$ cat config.mk
export PLATFORM = sky130hd
export DESIGN_NAME = ssf_status_flags
export DESIGN_NICKNAME = d
export VERILOG_FILES = /design/src/logic/ssf_pkg.sv /design/src/logic/ssf_threshold.sv /design/src/logic/ssf_exposure.sv /design/src/logic/ssf_status_flags.sv
export SDC_FILE = /design/constraint.sdc
export NUM_CORES = 1
export LEC_CHECK = 0
export BUFFER_PORTS_ARGS = -buffer_cell sky130_fd_sc_hd__buf_2
export CAP_MARGIN = 10
export CORE_UTILIZATION = 45
export CTS_BUF_LIST = sky130_fd_sc_hd__clkbuf_16
export DETAILED_ROUTE_END_ITERATION = 8
export GPL_TIMING_DRIVEN = 0
export HOLD_SLACK_MARGIN = 0.1
export PLACE_DENSITY_LB_ADDON = 0.05
export SETUP_SLACK_MARGIN = 0.1
export SLEW_MARGIN = 20
export SYNTH_ARGS = -nofsm -noshare
export SYNTH_HDL_FRONTEND = slang
export SYNTH_SLANG_ARGS = --single-unit
$ cat constraint.sdc
create_clock -name clk -period 3.62 [get_ports clk]
set_clock_uncertainty 0.1 [all_clocks]
set_input_delay 0.905 -clock clk [delete_from_list [all_inputs] [get_ports clk]]
set_output_delay 0.905 -clock clk [all_outputs]
set_load 0.03 [all_outputs]
$ cat src/logic/ssf_pkg.sv
`default_nettype none
package ssf_pkg;
   // register offsets
   localparam logic [7:0] ADDR_STATUS_ONE   = 8'h00;
   localparam logic [7:0] ADDR_STATUS_TWO   = 8'h01;
   localparam logic [7:0] ADDR_FIFO_DATA    = 8'h07;
   localparam logic [7:0] ADDR_ALMOST_FULL  = 8'h08;
   localparam logic [7:0] ADDR_FIFO_CONFIG  = 8'h09;
   localparam logic [7:0] ADDR_SHUTDOWN     = 8'h11;
   localparam logic [7:0] ADDR_SLOT_SELECT  = 8'h50;
   localparam logic [7:0] ADDR_HYSTERESIS   = 8'h51;
   localparam logic [7:0] ADDR_TH1_UPPER    = 8'h52;
   localparam logic [7:0] ADDR_TH1_LOWER    = 8'h53;
   localparam logic [7:0] ADDR_TH2_UPPER    = 8'h54;
   localparam logic [7:0] ADDR_TH2_LOWER    = 8'h55;
   localparam logic [7:0] ADDR_INT_EN_ONE   = 8'h58;
   localparam logic [7:0] ADDR_INT_EN_TWO   = 8'h59;
   localparam logic [7:0] ADDR_REVISION     = 8'hFE;
   localparam logic [7:0] ADDR_IDENTIFIER   = 8'hFF;

   // field positions
   localparam int BIT_CLEAR_ON_READ = 3;
   localparam int BIT_SHUTDOWN      = 1;
   localparam int SLOT_ONE_LSB      = 0;
   localparam int SLOT_TWO_LSB      = 4;

   // status one bit positions, plus the status two invalid-config bit
   localparam int ST_ALMOST_FULL = 7;
   localparam int ST_FRAME       = 6;
   localparam int ST_NEW_DATA    = 5;
   localparam int ST_AMBIENT     = 4;
   localparam int ST_EXPOSURE    = 3;
   localparam int ST_THRESH_TWO  = 2;
   localparam int ST_THRESH_ONE  = 1;
   localparam int ST_UNDERVOLT   = 0;
   localparam int ST_INVALID_CFG = 7;

   // reset values
   localparam logic [7:0] STATUS_ONE_RESET = 8'h01;
   localparam logic [7:0] REG_RESET        = 8'h00;
   localparam logic [7:0] FIFO_DATA_MASK   = 8'hE0;  // flags a data read also clears

   // exposure range limits on the signed 20-bit result
   localparam int RESULT_W   = 20;
   localparam int EXP_MARGIN = 16384;
   localparam logic signed [RESULT_W:0] EXP_HIGH = 21'sd524287 - 21'sd16384;
   localparam logic signed [RESULT_W:0] EXP_LOW  = -21'sd131072 - 21'sd16384;

   localparam int NUM_SLOTS = 6;

   // one converted sample from the sequencer
   typedef struct packed {
      logic                      valid;
      logic [2:0]                slot;
      logic signed [RESULT_W-1:0] value;
   } ssf_result_s;

   // host register access strobe
   typedef struct packed {
      logic       rd;
      logic       wr;
      logic [7:0] addr;
      logic [7:0] wdata;
   } ssf_access_s;
endpackage : ssf_pkg
`default_nettype wire

$ cat src/logic/ssf_threshold.sv
`default_nettype none
// one window comparator on the top byte of the selected slot's result
module ssf_threshold (
   input  wire logic                clk,
   input  wire logic                sys_rst,
   input  wire ssf_pkg::ssf_result_s result,
   input  wire logic [2:0]          slot_sel,
   input  wire logic [7:0]          high_level,
   input  wire logic [7:0]          low_level,
   output logic                     hit
);
   logic [7:0] top_byte;

   // upper byte of the unsigned view; hysteresis qualification not modelled
   assign top_byte = result.value[ssf_pkg::RESULT_W-1 -: 8];

   // one-cycle pulse when the chosen slot lands outside the window
   always_ff @(posedge clk or posedge sys_rst) begin
      if (sys_rst) begin
         hit <= 1'b0;
      end else begin
         hit <= result.valid && (result.slot == slot_sel) &&
                ((top_byte > high_level) || (top_byte < low_level));
      end
   end
endmodule : ssf_threshold
`default_nettype wire

$ cat src/logic/ssf_exposure.sv
`default_nettype none
// flags a result beyond the usable exposure range
module ssf_exposure (
   input  wire logic                clk,
   input  wire logic                sys_rst,
   input  wire ssf_pkg::ssf_result_s result,
   input  wire logic [5:0]          slot_enable,
   output logic                     out_of_range
);
   logic signed [ssf_pkg::RESULT_W:0] wide;
   logic                              slot_on;

   assign wide    = {result.value[ssf_pkg::RESULT_W-1], result.value};
   assign slot_on = (result.slot < 3'd6) ? slot_enable[result.slot] : 1'b0;

   always_ff @(posedge clk or posedge sys_rst) begin
      if (sys_rst) begin
         out_of_range <= 1'b0;
      end else begin
         out_of_range <= result.valid && slot_on &&
                         ((wide > ssf_pkg::EXP_HIGH) || (wide < ssf_pkg::EXP_LOW));
      end
   end
endmodule : ssf_exposure
`default_nettype wire

$ cat src/logic/ssf_status_flags.sv
// Summary of operation
// - almost-full sets when stored FIFO item count reaches a nonzero programmed level.
// - reading status one clears all of its flags.
// - with clear-on-data-read set, FIFO data reads clear almost-full, frame, new data.
// - frame flag sets at frame end once at least one sample of that frame is written.
// - new-data flag sets whenever a sample enters the FIFO.
// - ambient flag sets when ambient cancellation hits its limit.
// - exposure flag sets when an enabled result is beyond the range limits.
// - threshold flag sets when the selected result is outside its byte window.
// - each comparator picks its slot from its own 3-bit select field.
// - undervoltage flag sets on lockout, clears on status read or shutdown, unmasked.
// - invalid-configuration flag sets on too-short frame, clears on status two read.
// - four LED compliance flags set on low driver voltage, clear on status two read.
`default_nettype none
module ssf_status_flags #(
   parameter logic [7:0] REVISION_CODE   = 8'h01,  // arbitrary value
   parameter logic [7:0] IDENTIFIER_CODE = 8'h5A   // arbitrary value
) (
   input  wire logic                clk,
   input  wire logic                sys_rst,
   // host register port
   input  wire ssf_pkg::ssf_access_s host_access,
   output logic [7:0]               host_rdata,
   // fifo and sequencer events
   input  wire logic [8:0]          fifo_count,
   input  wire logic                fifo_push,
   input  wire logic                frame_end,
   input  wire ssf_pkg::ssf_result_s adc_result,
   input  wire logic [5:0]          slot_enable,
   input  wire logic                ambient_overflow,
   input  wire logic                undervoltage_lockout,
   input  wire logic                frame_too_short,
   input  wire logic [3:0]          led_low_voltage,
   // status outputs
   output logic                     interrupt_out_n,
   output logic                     clear_on_data_read,
   output logic                     shutdown_bit
);
   logic [7:0] status_one_ff;
   logic [7:0] status_two_ff;
   logic [7:0] almost_full_level_ff;
   logic [7:0] slot_select_ff;
   logic [7:0] hysteresis_ff;
   logic [7:0] th1_upper_ff;
   logic [7:0] th1_lower_ff;
   logic [7:0] th2_upper_ff;
   logic [7:0] th2_lower_ff;
   logic [7:0] int_en_one_ff;
   logic [7:0] int_en_two_ff;
   logic       clear_on_data_read_ff;
   logic       shutdown_ff;
   logic       frame_pending_ff;
   logic       exposure_hit;
   logic       th1_hit;
   logic       th2_hit;
   logic       almost_full_prev_ff;
   logic [7:0] nxt_status_one;
   logic [7:0] nxt_status_two;
   logic [7:0] set_one;
   logic [7:0] clr_one;
   logic [7:0] set_two;
   logic [7:0] rdata_mux;
   logic       reached;
   logic       rd_one;
   logic       rd_two;
   logic       rd_data;

   // write decode used by every config register
   function automatic logic wr_hit(input ssf_pkg::ssf_access_s acc, input logic [7:0] addr);
      wr_hit = acc.wr && (acc.addr == addr);
   endfunction : wr_hit

   function automatic logic rd_hit(input ssf_pkg::ssf_access_s acc, input logic [7:0] addr);
      rd_hit = acc.rd && (acc.addr == addr);
   endfunction : rd_hit

   assign rd_one  = rd_hit(host_access, ssf_pkg::ADDR_STATUS_ONE);
   assign rd_two  = rd_hit(host_access, ssf_pkg::ADDR_STATUS_TWO);
   assign rd_data = rd_hit(host_access, ssf_pkg::ADDR_FIFO_DATA);

   // comparators, one per threshold channel
   ssf_threshold u_th_one (
      .clk        (clk),
      .sys_rst    (sys_rst),
      .result     (adc_result),
      .slot_sel   (slot_select_ff[ssf_pkg::SLOT_ONE_LSB +: 3]),
      .high_level (th1_upper_ff),
      .low_level  (th1_lower_ff),
      .hit        (th1_hit)
   );

   ssf_threshold u_th_two (
      .clk        (clk),
      .sys_rst    (sys_rst),
      .result     (adc_result),
      .slot_sel   (slot_select_ff[ssf_pkg::SLOT_TWO_LSB +: 3]),
      .high_level (th2_upper_ff),
      .low_level  (th2_lower_ff),
      .hit        (th2_hit)
   );

   ssf_exposure u_exposure (
      .clk          (clk),
      .sys_rst      (sys_rst),
      .result       (adc_result),
      .slot_enable  (slot_enable),
      .out_of_range (exposure_hit)
   );

   // level crossing detect so a static full FIFO does not re-set after a clear
   assign reached = (fifo_count >= {1'b0, almost_full_level_ff}) &&
                    (almost_full_level_ff != ssf_pkg::REG_RESET);

   always_ff @(posedge clk or posedge sys_rst) begin
      if (sys_rst) begin
         almost_full_prev_ff <= 1'b0;
      end else begin
         almost_full_prev_ff <= reached;
      end
   end

   // frame is complete at frame_end once at least one push has come since the previous frame_end
   always_ff @(posedge clk or posedge sys_rst) begin
      if (sys_rst) begin
         frame_pending_ff <= 1'b0;
      end else if (frame_end) begin
         frame_pending_ff <= 1'b0;
      end else if (fifo_push) begin
         frame_pending_ff <= 1'b1;
      end
   end

   // event sets and read clears for status one
   always_comb begin
      set_one = 8'h00;
      set_one[ssf_pkg::ST_ALMOST_FULL] = reached && !almost_full_prev_ff;
      set_one[ssf_pkg::ST_FRAME]       = frame_end && (frame_pending_ff || fifo_push);
      set_one[ssf_pkg::ST_NEW_DATA]    = fifo_push;
      set_one[ssf_pkg::ST_AMBIENT]     = ambient_overflow;
      set_one[ssf_pkg::ST_EXPOSURE]    = exposure_hit;
      set_one[ssf_pkg::ST_THRESH_TWO]  = th2_hit;
      set_one[ssf_pkg::ST_THRESH_ONE]  = th1_hit;
      set_one[ssf_pkg::ST_UNDERVOLT]   = undervoltage_lockout;
      clr_one = 8'h00;
      if (rd_one) begin
         clr_one = 8'hFF;
      end
      if (rd_data && clear_on_data_read_ff) begin
         clr_one = clr_one | ssf_pkg::FIFO_DATA_MASK;
      end
      if (wr_hit(host_access, ssf_pkg::ADDR_SHUTDOWN) &&
          host_access.wdata[ssf_pkg::BIT_SHUTDOWN]) begin
         clr_one[ssf_pkg::ST_UNDERVOLT] = 1'b1;
      end
      // a set in the clearing cycle survives
      nxt_status_one = (status_one_ff & ~clr_one) | set_one;
   end

   // status two: invalid config and LED compliance
   always_comb begin
      set_two = {frame_too_short, 3'b000, led_low_voltage};
      nxt_status_two = (rd_two ? 8'h00 : status_two_ff) | set_two;
   end

   always_ff @(posedge clk or posedge sys_rst) begin
      if (sys_rst) begin
         status_one_ff <= ssf_pkg::STATUS_ONE_RESET;
         status_two_ff <= ssf_pkg::REG_RESET;
      end else begin
         status_one_ff <= nxt_status_one;
         status_two_ff <= nxt_status_two;
      end
   end

   // host-written configuration; enables clear at reset
   always_ff @(posedge clk or posedge sys_rst) begin
      if (sys_rst) begin
         almost_full_level_ff  <= ssf_pkg::REG_RESET;
         slot_select_ff        <= ssf_pkg::REG_RESET;
         hysteresis_ff         <= ssf_pkg::REG_RESET;
         th1_upper_ff          <= ssf_pkg::REG_RESET;
         th1_lower_ff          <= ssf_pkg::REG_RESET;
         th2_upper_ff          <= ssf_pkg::REG_RESET;
         th2_lower_ff          <= ssf_pkg::REG_RESET;
         int_en_one_ff         <= ssf_pkg::REG_RESET;
         int_en_two_ff         <= ssf_pkg::REG_RESET;
         clear_on_data_read_ff <= 1'b0;
         shutdown_ff           <= 1'b0;
      end else begin
         if (wr_hit(host_access, ssf_pkg::ADDR_ALMOST_FULL)) begin
            almost_full_level_ff <= host_access.wdata;
         end
         if (wr_hit(host_access, ssf_pkg::ADDR_SLOT_SELECT)) begin
            slot_select_ff <= host_access.wdata & 8'h77;  // bits 7 and 3 reserved
         end
         if (wr_hit(host_access, ssf_pkg::ADDR_HYSTERESIS)) begin
            hysteresis_ff <= host_access.wdata & 8'hDF;
         end
         if (wr_hit(host_access, ssf_pkg::ADDR_TH1_UPPER)) begin
            th1_upper_ff <= host_access.wdata;
         end
         if (wr_hit(host_access, ssf_pkg::ADDR_TH1_LOWER)) begin
            th1_lower_ff <= host_access.wdata;
         end
         if (wr_hit(host_access, ssf_pkg::ADDR_TH2_UPPER)) begin
            th2_upper_ff <= host_access.wdata;
         end
         if (wr_hit(host_access, ssf_pkg::ADDR_TH2_LOWER)) begin
            th2_lower_ff <= host_access.wdata;
         end
         if (wr_hit(host_access, ssf_pkg::ADDR_INT_EN_ONE)) begin
            int_en_one_ff <= host_access.wdata & 8'hFE;   // bit 0 has no enable
         end
         if (wr_hit(host_access, ssf_pkg::ADDR_INT_EN_TWO)) begin
            int_en_two_ff <= host_access.wdata & 8'h8F;
         end
         if (wr_hit(host_access, ssf_pkg::ADDR_FIFO_CONFIG)) begin
            clear_on_data_read_ff <= host_access.wdata[ssf_pkg::BIT_CLEAR_ON_READ];
         end
         if (wr_hit(host_access, ssf_pkg::ADDR_SHUTDOWN)) begin
            shutdown_ff <= host_access.wdata[ssf_pkg::BIT_SHUTDOWN];
         end
      end
   end

   // read data mux; unmapped addresses return zero
   always_comb begin
      case (host_access.addr)
         ssf_pkg::ADDR_STATUS_ONE:  rdata_mux = status_one_ff;
         ssf_pkg::ADDR_STATUS_TWO:  rdata_mux = status_two_ff;
         ssf_pkg::ADDR_ALMOST_FULL: rdata_mux = almost_full_level_ff;
         ssf_pkg::ADDR_FIFO_CONFIG: rdata_mux = {4'h0, clear_on_data_read_ff, 3'h0};
         ssf_pkg::ADDR_SHUTDOWN:    rdata_mux = {6'h00, shutdown_ff, 1'b0};
         ssf_pkg::ADDR_SLOT_SELECT: rdata_mux = slot_select_ff;
         ssf_pkg::ADDR_HYSTERESIS:  rdata_mux = hysteresis_ff;
         ssf_pkg::ADDR_TH1_UPPER:   rdata_mux = th1_upper_ff;
         ssf_pkg::ADDR_TH1_LOWER:   rdata_mux = th1_lower_ff;
         ssf_pkg::ADDR_TH2_UPPER:   rdata_mux = th2_upper_ff;
         ssf_pkg::ADDR_TH2_LOWER:   rdata_mux = th2_lower_ff;
         ssf_pkg::ADDR_INT_EN_ONE:  rdata_mux = int_en_one_ff;
         ssf_pkg::ADDR_INT_EN_TWO:  rdata_mux = int_en_two_ff;
         ssf_pkg::ADDR_REVISION:    rdata_mux = REVISION_CODE;
         ssf_pkg::ADDR_IDENTIFIER:  rdata_mux = IDENTIFIER_CODE;
         default:                   rdata_mux = 8'h00;
      endcase
   end

   // read data registered so the value seen is the pre-clear status
   always_ff @(posedge clk or posedge sys_rst) begin
      if (sys_rst) begin
         host_rdata <= 8'h00;
      end else if (host_access.rd) begin
         host_rdata <= rdata_mux;
      end
   end

   // interrupt registered from the next flag values; undervoltage ignores enables
   always_ff @(posedge clk or posedge sys_rst) begin
      if (sys_rst) begin
         interrupt_out_n <= 1'b1;
      end else begin
         interrupt_out_n <= !(|(nxt_status_one & int_en_one_ff) ||
                              nxt_status_one[ssf_pkg::ST_UNDERVOLT] ||
                              |(nxt_status_two & int_en_two_ff));
      end
   end

   assign clear_on_data_read = clear_on_data_read_ff;
   assign shutdown_bit       = shutdown_ff;
endmodule : ssf_status_flags
`default_nettype wire

## After elaboration in Yosys (flattened, before gate mapping)

Index checks and enable logic that the tools add are counted.

- Logic and storage cells: 100
- Bits of input ports: 68
- Flip-flop bits (word level): 97
- Output and inout bits: 11

- Reductions and logical operators: 38
- Magnitude comparators: 9
- Muxes and demuxes: 10
- Bitwise logic cells: 6
- Equality and inequality tests: 17

Operators with widths:

| kind | count |
|---|---|
| case mux 8 bit (15 select lines) | 1 |
| equality test 8 x 7 -> 1 bit, second input constant | 8 |
| logical AND 1 bit | 25 |
| bitwise AND 8 bit | 3 |
| 2-to-1 mux 8 bit | 3 |
| > comparator 20 bit, second input constant | 1 |
| less-than comparator 20 x 19 -> 1 bit, second input constant | 1 |
| equality test 8 x 4 -> 1 bit, second input constant | 2 |
| equality test 8 bit, second input constant | 2 |
| > comparator 8 bit | 2 |
| less-than comparator 8 bit | 2 |
| OR 8 bit | 2 |
| OR reduction 8 bit | 2 |
| greater-or-equal comparator 9 x 8 -> 1 bit | 1 |
| equality test 8 x 1 -> 1 bit, second input constant | 1 |
| equality test 8 x 3 -> 1 bit, second input constant | 1 |
| equality test 8 x 5 -> 1 bit, second input constant | 1 |
| logical NOT 8 bit | 1 |
| NOT 8 bit | 1 |
| nonzero test 8 bit | 1 |
| equality test 3 bit | 2 |
| logical OR 1 bit | 6 |
| 2-to-1 mux 1 bit | 5 |
| less-than comparator 3 x 4 -> 1 bit, second input constant | 1 |
| other kinds (4) | 5 |

## Longest topological paths before layout

Gate-level depths: netlist (run 1).

- Depth in word-level cells: 13
- Gate-level depth with buffers: 8
- Mapped depth without buffers: 8

## Modules after synthesis

Synthesis (run 1) repeated with hierarchy kept, for this count alone.

- Cells, all modules: 514
- Area total of the unflattened synthesis: 5686.7 sq um

Modules (own cells, without submodules):

| module | times used | seq. area each (sq um) | cells an instance | area each (sq um) |
|---|---|---|---|---|
| ssf_status_flags | 1 | 2279.7 | 388 | 4667.0 |
| ssf_threshold | 2 | 25.0 | 56 | 444.2 |
| ssf_exposure | 1 | 25.0 | 14 | 131.4 |

## Worst setup path after synthesis (run 1)

Ideal clock, no wire load.

- Path type: input -> register
- Start: in host_access[11] in the netlist's numbering
- End: reg interrupt_out_n
- Arrival: 2487 ps
- Library setup time: 81 ps
- Stages on the path: 7
- Required time: 3439 ps
- Buffers on the path: 1
- Path slack: 952 ps
- Cell sequence: buf_2 > nor4b_4 > and4b_1 > nand3_1 > a31o_1 > a221o_1 > a211oi_2

- Cells in the longest elaborated chain, start to end: 13
- Elaborated cells on any way between the ends: 25
- Those cells by class: eq/ne (3); mux (4); bitwise (6); reduce/logical (12)

RTL lines:

| element | line | text |
|---|---|---|
| start: declaration | ssf_status_flags.sv:22 | `input wire ssf_pkg::ssf_access_s host_access,` |
| logical NOT 8 bit | ssf_status_flags.sv:74 | `rd_hit = acc.rd && (acc.addr == addr);` |
| logical AND 1 bit | ssf_status_flags.sv:74 |  |
| 2-to-1 mux 8 bit | ssf_status_flags.sv:145 | `if (rd_one) begin` |
| 2-to-1 mux 8 bit | ssf_status_flags.sv:148 | `if (rd_data && clear_on_data_read_ff) begin` |
| 2-to-1 mux 1 bit (*) | ssf_status_flags.sv:151 | `if (wr_hit(host_access, ssf_pkg::ADDR_SHUTDOWN) &&` |
| NOT 8 bit (*) | ssf_status_flags.sv:156 | `nxt_status_one = (status_one_ff & ~clr_one) \| set_one;` |
| bitwise AND 8 bit (*) | ssf_status_flags.sv:156 |  |
| OR 8 bit (*) | ssf_status_flags.sv:156 |  |
| via nxt_status_one[0] | ssf_status_flags.sv:57 | `logic [7:0] nxt_status_one;` |
| bitwise AND 8 bit | ssf_status_flags.sv:262 | `interrupt_out_n <= !(\|(nxt_status_one & int_en_one_ff) \|\|` |
| OR reduction 8 bit | ssf_status_flags.sv:262 |  |
| logical OR 1 bit (*) | ssf_status_flags.sv:262 |  |
| logical OR 1 bit (*) | ssf_status_flags.sv:263 | `nxt_status_one[ssf_pkg::ST_UNDERVOLT] \|\|` |
| logical NOT 1 bit (*) | ssf_status_flags.sv:262 |  |
| end signal: assignment | ssf_status_flags.sv:262 |  |
| end: declaration | ssf_status_flags.sv:35 | `output logic interrupt_out_n,` |

The timed path passes the listed nets; every way through them passes the cells marked *.
A chain may end at the register's enable or synchronous reset.

## Final worst setup path (run 1)

- Start: in host_access[8] in the netlist's numbering
- End: reg host_rdata[7]

- Cells in the longest elaborated chain, start to end: 2
- Elaborated cells on any way between the ends: 16
- Those cells by class: eq/ne (14); mux (1); reduce/logical (1)

RTL lines:

| element | line | text |
|---|---|---|
| equality test 8 bit (tied with other cells) | ssf_status_flags.sv:228 | `case (host_access.addr)` |
| case mux 8 bit (15 select lines) (*) | ssf_status_flags.sv:228 |  |
| end signal: assignment | ssf_status_flags.sv:253 | `host_rdata <= rdata_mux;` |
| end: declaration | ssf_status_flags.sv:23 | `output logic [7:0] host_rdata,` |

Every way passes the cells marked *; elsewhere a longest branch is shown, timed or not.

==> flow_metrics.py, run 1 <==
metrics = {
    "clock_network": {
        "cts_resized": 0,
        "clock_latency_ns": 0.35,
        "htreeDepth": 3,
        "post_cts_buffers": 0,
        "cts_tree": "done",
        "numClockSinks": 94,
        "cts_buffer_depth": 2,
        "cts_hold_buf": 0,
        "clockRootBuffer": "clkbuf_16",
        "numCtsBuffers": 9,
        "clkSlewWorstSetupHoldPaths_ns": 0.07,
    },
    "place": {
        "io_buffers": 60,
        "gp_congestion": 0.941,
        "postPlaceCellArea_sq_mm": 0.00608,
        "hpwl_mm": 12.6,
        "dp_slack_ns": 0.386,
    },
    "synthesis": {
        "synthTopCellsByArea": "dfrtp_1 (41%), mux2_2 (9.3%), ha_1 (8.5%)",
        "yosysWarnings": 0,
        "ys_seq_elements": 94,
        "avgSynthCellArea_sq_um": 10.2,
        "synthFlopType": "dfrtp_1",
        "synth.top_cell.area_share": 0.414,
        "synth_top_cell_by_area": "dfrtp_1",
        "netlist_area_sq_mm": 0.00556,
        "synth_nets": 654,
        "async_flop_share": 1.00,
        "synth_edf_count": 0,
        "yosysSeqAreaShare": 0.423,
        "synthCells": 548,
        "ys_types": 59,
    },
    "sta": {
        "fin_crit_sh": 0.811,
        "whs_ns": 0.361,
        "tns_ns": 0,
        "setup_slack_ns": 0.686,
        "rsz0062_at_grt": "false",
        "slew_headroom": 0.402,
        "setup_viol": 0,
        "finalCriticalPeriod_ns": 2.93,
        "worstMarginPinSlew_ns": 0.889,
        "hold_violations": 0,
        "slew_violations": 0,
        "fmax_ghz": 0.341,
    },
    "cells_and_area": {
        "area_delta_synth_final_pct": 14.4,
        "design_area_sq_mm": 0.00636,
        "finalNetCount": 726,
        "diodes": 0,
        "drive_gt1_frac": 0.230,
        "nFillCells": 1115,
        "final_common_cell": "dfrtp_1",
        "final_cell_mix": "dfrtp_1 (92), buf_2 (69), inv_1 (48)",
    },
    "die": {
        "die_x_um": 113,
        "coreArea_sq_mm": 0.0120,
        "io_pins": 79,
        "dieArea_sq_mm": 0.0128,
        "die_h_um": 113,
        "initial_core_util": 0.463,
        "rows": 40,
    },
    "drt": {
        "drtIter0Drc": 296,
        "vias_per_cell": 5.90,
        "wl_per_cell_um": 21.3,
        "wl_mm": 16.5,
        "drtAntennaViolNets": 0,
        "drc": 0,
        "dr_total_vias": 4555,
        "dr.pass1.iters": 5,
    },
    "global_route": {
        "grt_max_degree": 82,
        "grt_pass1_vias": 4461,
        "grt_pass1_wl_mm": 25.9,
        "antenna_found_initial": 0,
        "gr-usage-all-layers": 0.275,
        "grt_overflow_total": 0,
    },
    "power": {
        "switching_power_mw": 0.656,
        "total_power_mw": 2.43,
        "clockPowerShare": 0.380,
        "vdd_drop_max_mv": 0.251,
        "leakage_nw": 2.98,
        "p_sw_frac": 0.270,
        "power_density_mw_per_mm2": 382,
        "pwr-share-seq": 0.473,
        "power.share.combinational": 0.147,
        "p_int_mw": 1.78,
    },
    "outcome": {
        "status": "finished, final reports clean",
    },
    "setup_path": {
        "reg2regPathDepth": 8,
        "r2r_end": "interrupt_out_n",
        "startpoint_type": "input port",
        "cp.required_ns": 3.70,
        "r2r-start": "almost_full_level_ff[3]",
        "r2r_setup_slack_ns": 1.21,
        "worstPathArrival_ns": 3.02,
        "critPathCaptureType": "flop",
        "crit_path_max_fanout": 10,
        "path_class": "in -> reg",
    },
    "job": {
        "maxCapViolations": 0,
    },
    "min_path": {
        "hold_class": "in -> async",
    },
}
## synthesized netlist by cell type, types with 11 or more instances
| library cell | number |
|---|---|
| a21oi_1 | 17 |
| dfrtp_1 | 92 |
| mux2_2 | 46 |
| o21ai_0 | 41 |
| clkbuf_1 | 14 |
| o22ai_1 | 13 |
| nand2_1 | 44 |
| a22oi_1 | 13 |
| inv_1 | 47 |
| mux2i_1 | 13 |
| ha_1 | 38 |
| nand3_1 | 14 |
| nor2_1 | 14 |
| nor3_1 | 11 |
| a21o_1 | 19 |
## power by group through the flow
stage                     registers (mW)  clock network (mW)  logic (mW)
after floorplan                     1.15                   0       0.227
after global placement              1.17                   0       0.341
after detailed placement            1.17                   0       0.359
after CTS                           1.15               0.939       0.360
after global routing                1.16               0.985       0.400
final                               1.15               0.925       0.358
## metrics by stage
| stage | utilization | std cells |
|---|---|---|
| after floorplan | - | 548 |
| after global placement | 0.503 | 755 |
| after detailed placement | 0.506 | 756 |
| after CTS | 0.530 | 772 |
| after global routing | 0.530 | 772 |
| final | 0.530 | 772 |
## cell families after synthesis
group | share of synthesized area
muxes | 0.125
DFF | 0.423
xor gates and xnor gates | 0.00945
adders and majority gates | 0.0855
buffers and inverters | 0.0520
AOI/OAI and AO/OA | 0.176
and+or+nand+nor | 0.130
## how the worst max path moves through the flow
| stage | startpoint | to | slack (ns) | cells past startpoint |
|---|---|---|---|---|
| CTS | host_access[11] | host_rdata[2] | 0.75 | 7 |
| finish | host_access[8] | host_rdata[7] | 0.69 | 7 |
| global placement | sys_rst | status_two_ff[0] | -0.94 | 2 |
| floorplan | sys_rst | almost_full_level_ff[0] | 0.17 | 1 |
| detailed placement | host_access[11] | host_rdata[2] | 0.39 | 7 |
| global route | host_access[8] | host_rdata[7] | 0.58 | 7 |
## critical path, stage by stage
cell and delay (ns):
buf_2 0.19, buf_1 0.47, buf_1 0.50, mux2i_1 0.33
o22ai_1 0.12, a211oi_1 0.38, o22ai_1 0.11
## flip-flops by register name, indices dropped and copies added, names as in the netlist, 6 cells and up
register              count
almost_full_level_ff      8
host_rdata                8
hysteresis_ff             7
int_en_one_ff             7
slot_select_ff            6
status_one_ff             8
th1_lower_ff              8
th1_upper_ff              8
th2_lower_ff              8
th2_upper_ff              8
## routing by layer
layer,vias to the layer above,track usage,share of wire
met3,32,0.0418,0.042
met1,2225,0.375,0.47
met4,0,0.118,0.032
met5,-,0,0
li1,2160,-,-
met2,138,0.436,0.46
## area by class of cell
class                      count  area, sq um  share of cell area
buffer                        27          113              0.0177
clock buffer                   9          225              0.0354
tap                          147          184              0.0289
clock inverter                 7         60.1             0.00944
sequential                    94         2350               0.370
timing repair buffer          61          328              0.0515
inverter                      47          181              0.0285
multi-input combinational    380         2920               0.459
Note: power is estimated with default switching activity, not from simulation.
==> run 2, diff against run 1 <==
- clock period: 3.62 -> 2.9 ns (I/O delays scaled with it)
==> run 2 against run 1 <==
  * Clock power increased by 44%
  * Final cell count is 0.13% higher
  * Critical path depth did not move
  * Combinational power up 25%
  * First-iteration DRC count is 14% lower
  * Register-to-register slack worse by 0.63 ns
  * Wire length is 0.86% higher
  * Sequential power grew 25%
  * Flip-flop and latch count unchanged
  * Sequential share of layout area shrank 0.35 points
==> flow_metrics.py, run 2 (same netlist as run 1, synthesis figures left out) <==
metrics = {
    "outcome": {
        "status": "finished, final reports clean",
    },
    "die": {
        "coreArea_sq_mm": 0.0120,
        "initial_core_util": 0.463,
        "die_h_um": 113,
        "io_pins": 79,
        "dieArea_sq_mm": 0.0128,
        "die_x_um": 113,
        "rows": 40,
    },
    "cells_and_area": {
        "final_cell_mix": "dfrtp_1 (92), buf_2 (69), inv_1 (48)",
        "area_delta_synth_final_pct": 15.5,
        "instances_no_fill": 773,
        "finalNetCount": 727,
        "diodes": 0,
        "nFillCells": 1116,
        "drive_gt1_frac": 0.235,
        "seqCellArea_sq_mm": 0.00235,
        "final_common_cell": "dfrtp_1",
        "multi_input_area_sq_mm": 0.00292,
    },
    "clock_network": {
        "clockRootBuffer": "clkbuf_16",
        "numClockSinks": 94,
        "htreeDepth": 3,
        "cts_tree": "done",
        "cts_buffer_depth": 2,
        "clkSlewWorstSetupHoldPaths_ns": 0.07,
        "post_cts_buffers": 0,
        "numCtsBuffers": 9,
        "clock_latency_ns": 0.34,
    },
    "setup_path": {
        "path_delay_family": "compound AO/OA/AOI/OAI gates",
        "startpoint_type": "input port",
        "worst-path-buf-inv": 2,
        "critPathCaptureType": "flop",
        "worstPathArrival_ns": 2.88,
        "cp.required_ns": 3.06,
        "critical_path.cell_chain": "buf_2 > nor2b_1 > clkbuf_1 > a22oi_1 > a2111oi_0 > a211oi_1 > o22ai_1",
        "r2r-start": "almost_full_level_ff[4]",
        "max_stage_delay_ns": 0.85,
        "crit_path_max_fanout": 10,
        "cp_slowest_cell": "a2111oi_0",
        "path_class": "in -> reg",
        "startpoint": "host_access[11]",
    },
    "drt": {
        "top_layer": "met4",
        "routedLengthMet1_mm": 7.60,
        "wl_mm": 16.6,
        "vias_per_cell": 5.87,
        "dr_total_vias": 4537,
        "wl_met3_um": 734,
        "dr.pass1.iters": 4,
        "drc": 0,
        "drtAntennaViolNets": 0,
        "wl_met2_mm": 7.71,
        "drtIter0Drc": 255,
        "wl_per_cell_um": 21.5,
    },
    "power": {
        "power_density_mw_per_mm2": 500,
        "leakage_nw": 3.01,
        "vdd_drop_max_mv": 0.302,
    },
    "sta": {
        "hold_violations": 0,
        "slew_headroom": 0.377,
        "finalCriticalPeriod_ns": 2.72,
        "fin_crit_sh": 0.938,
        "setup_slack_ns": 0.179,
        "setup_viol": 0,
        "fmax_ghz": 0.367,
        "rsz0062_at_grt": "false",
        "worstMarginPinSlew_ns": 0.927,
        "slew_violations": 0,
    },
    "place": {
        "hpwl_mm": 13.0,
        "io_buffers": 60,
        "place_inst": 757,
        "gp_congestion": 0.932,
        "dp_slack_ns": -0.120,
    },
    "job": {
        "maxCapViolations": 0,
    },
    "global_route": {
        "antenna_found_initial": 0,
        "grt_max_degree": 34,
        "grt_overflow_total": 0,
        "gr-usage-all-layers": 0.275,
        "grt_pass1_wl_mm": 26.1,
        "grt_pass1_vias": 4546,
    },
    "min_path": {
        "hold_class": "in -> async",
    },
}
-- run 2: changes by cell type in the layout (fill, tap and decap cells not counted), sizes merged --
cell,previous run,this run
bufinv,1,3
clkbuf,23,25
buf,74,73
clkinv,3,2
inv,49,48
-- run 2: final timing paths --
check | endpoint | slack, ns | cells after the start
max in group asynchronous | status_one_ff[0] | 1.64 | 3
max | host_rdata[2] | 0.18 | 7
min in group clk | interrupt_out_n | 0.39 | 1
min reg2reg | interrupt_out_n | 0.39 | 1
max reg2reg | interrupt_out_n | 0.58 | 8
min | th1_upper_ff[2] | 0.38 | 2
-- run 2: power by group --
| group | switching [mW] | internal (mW) |
|---|---|---|
| Clock | 0.498 | 0.834 |
| Combinational | 0.261 | 0.186 |
| Sequential | 0.0591 | 1.38 |
| Total | 0.817 | 2.40 |
-- run 2: metrics by stage --
stage | TNS [ns] | power, mW | util | hold slack, ns | instance area [sq um]
after floorplan | 0 | 1.72 | - | 0.316 | 5570
after global placement | -0.428 | 1.89 | 0.504 | 0.377 | 6050
after detailed placement | -0.576 | 1.91 | 0.507 | 0.383 | 6090
after CTS | 0 | 3.23 | 0.535 | 0.394 | 6420
after global routing | 0 | 3.35 | 0.535 | 0.412 | 6430
final | 0 | 3.21 | 0.535 | 0.385 | 6430
-- run 2: timing repair --
| action | 4_1_cts | 5_1_grt |
|---|---|---|
| endpoints found under the setup margin | 0 | 3 |
| resized for setup | 0 | 2 |
| hold buffers | 0 | 0 |
-- run 2: metal layers --
metal,track usage,vias up
met1,0.373,2224
met5,0,-
met3,0.0375,31
li1,-,2153
met2,0.445,129
met4,0.112,0
-- run 2: worst register-to-register path, cell delays in order, from the launching register on --
cell and delay [ns]:
dfrtp_1 0.42, inv_1 0.08, ha_1 0.31, and3_1 0.17, o21ai_0 0.07, a31oi_1 0.10, nor4_1 0.37, o21ai_0 0.33
a211oi_2 0.30
-- run 2: layout make-up --
type,instances,area share
Clock inverter,7,0.0167
Tap cell,147,0.0286
Sequential cell,94,0.366
Timing Repair Buffer,62,0.0530
Multi-Input combinational cell,380,0.454
Inverter,47,0.0280
Clock buffer,9,0.0350
Buffer,27,0.0179
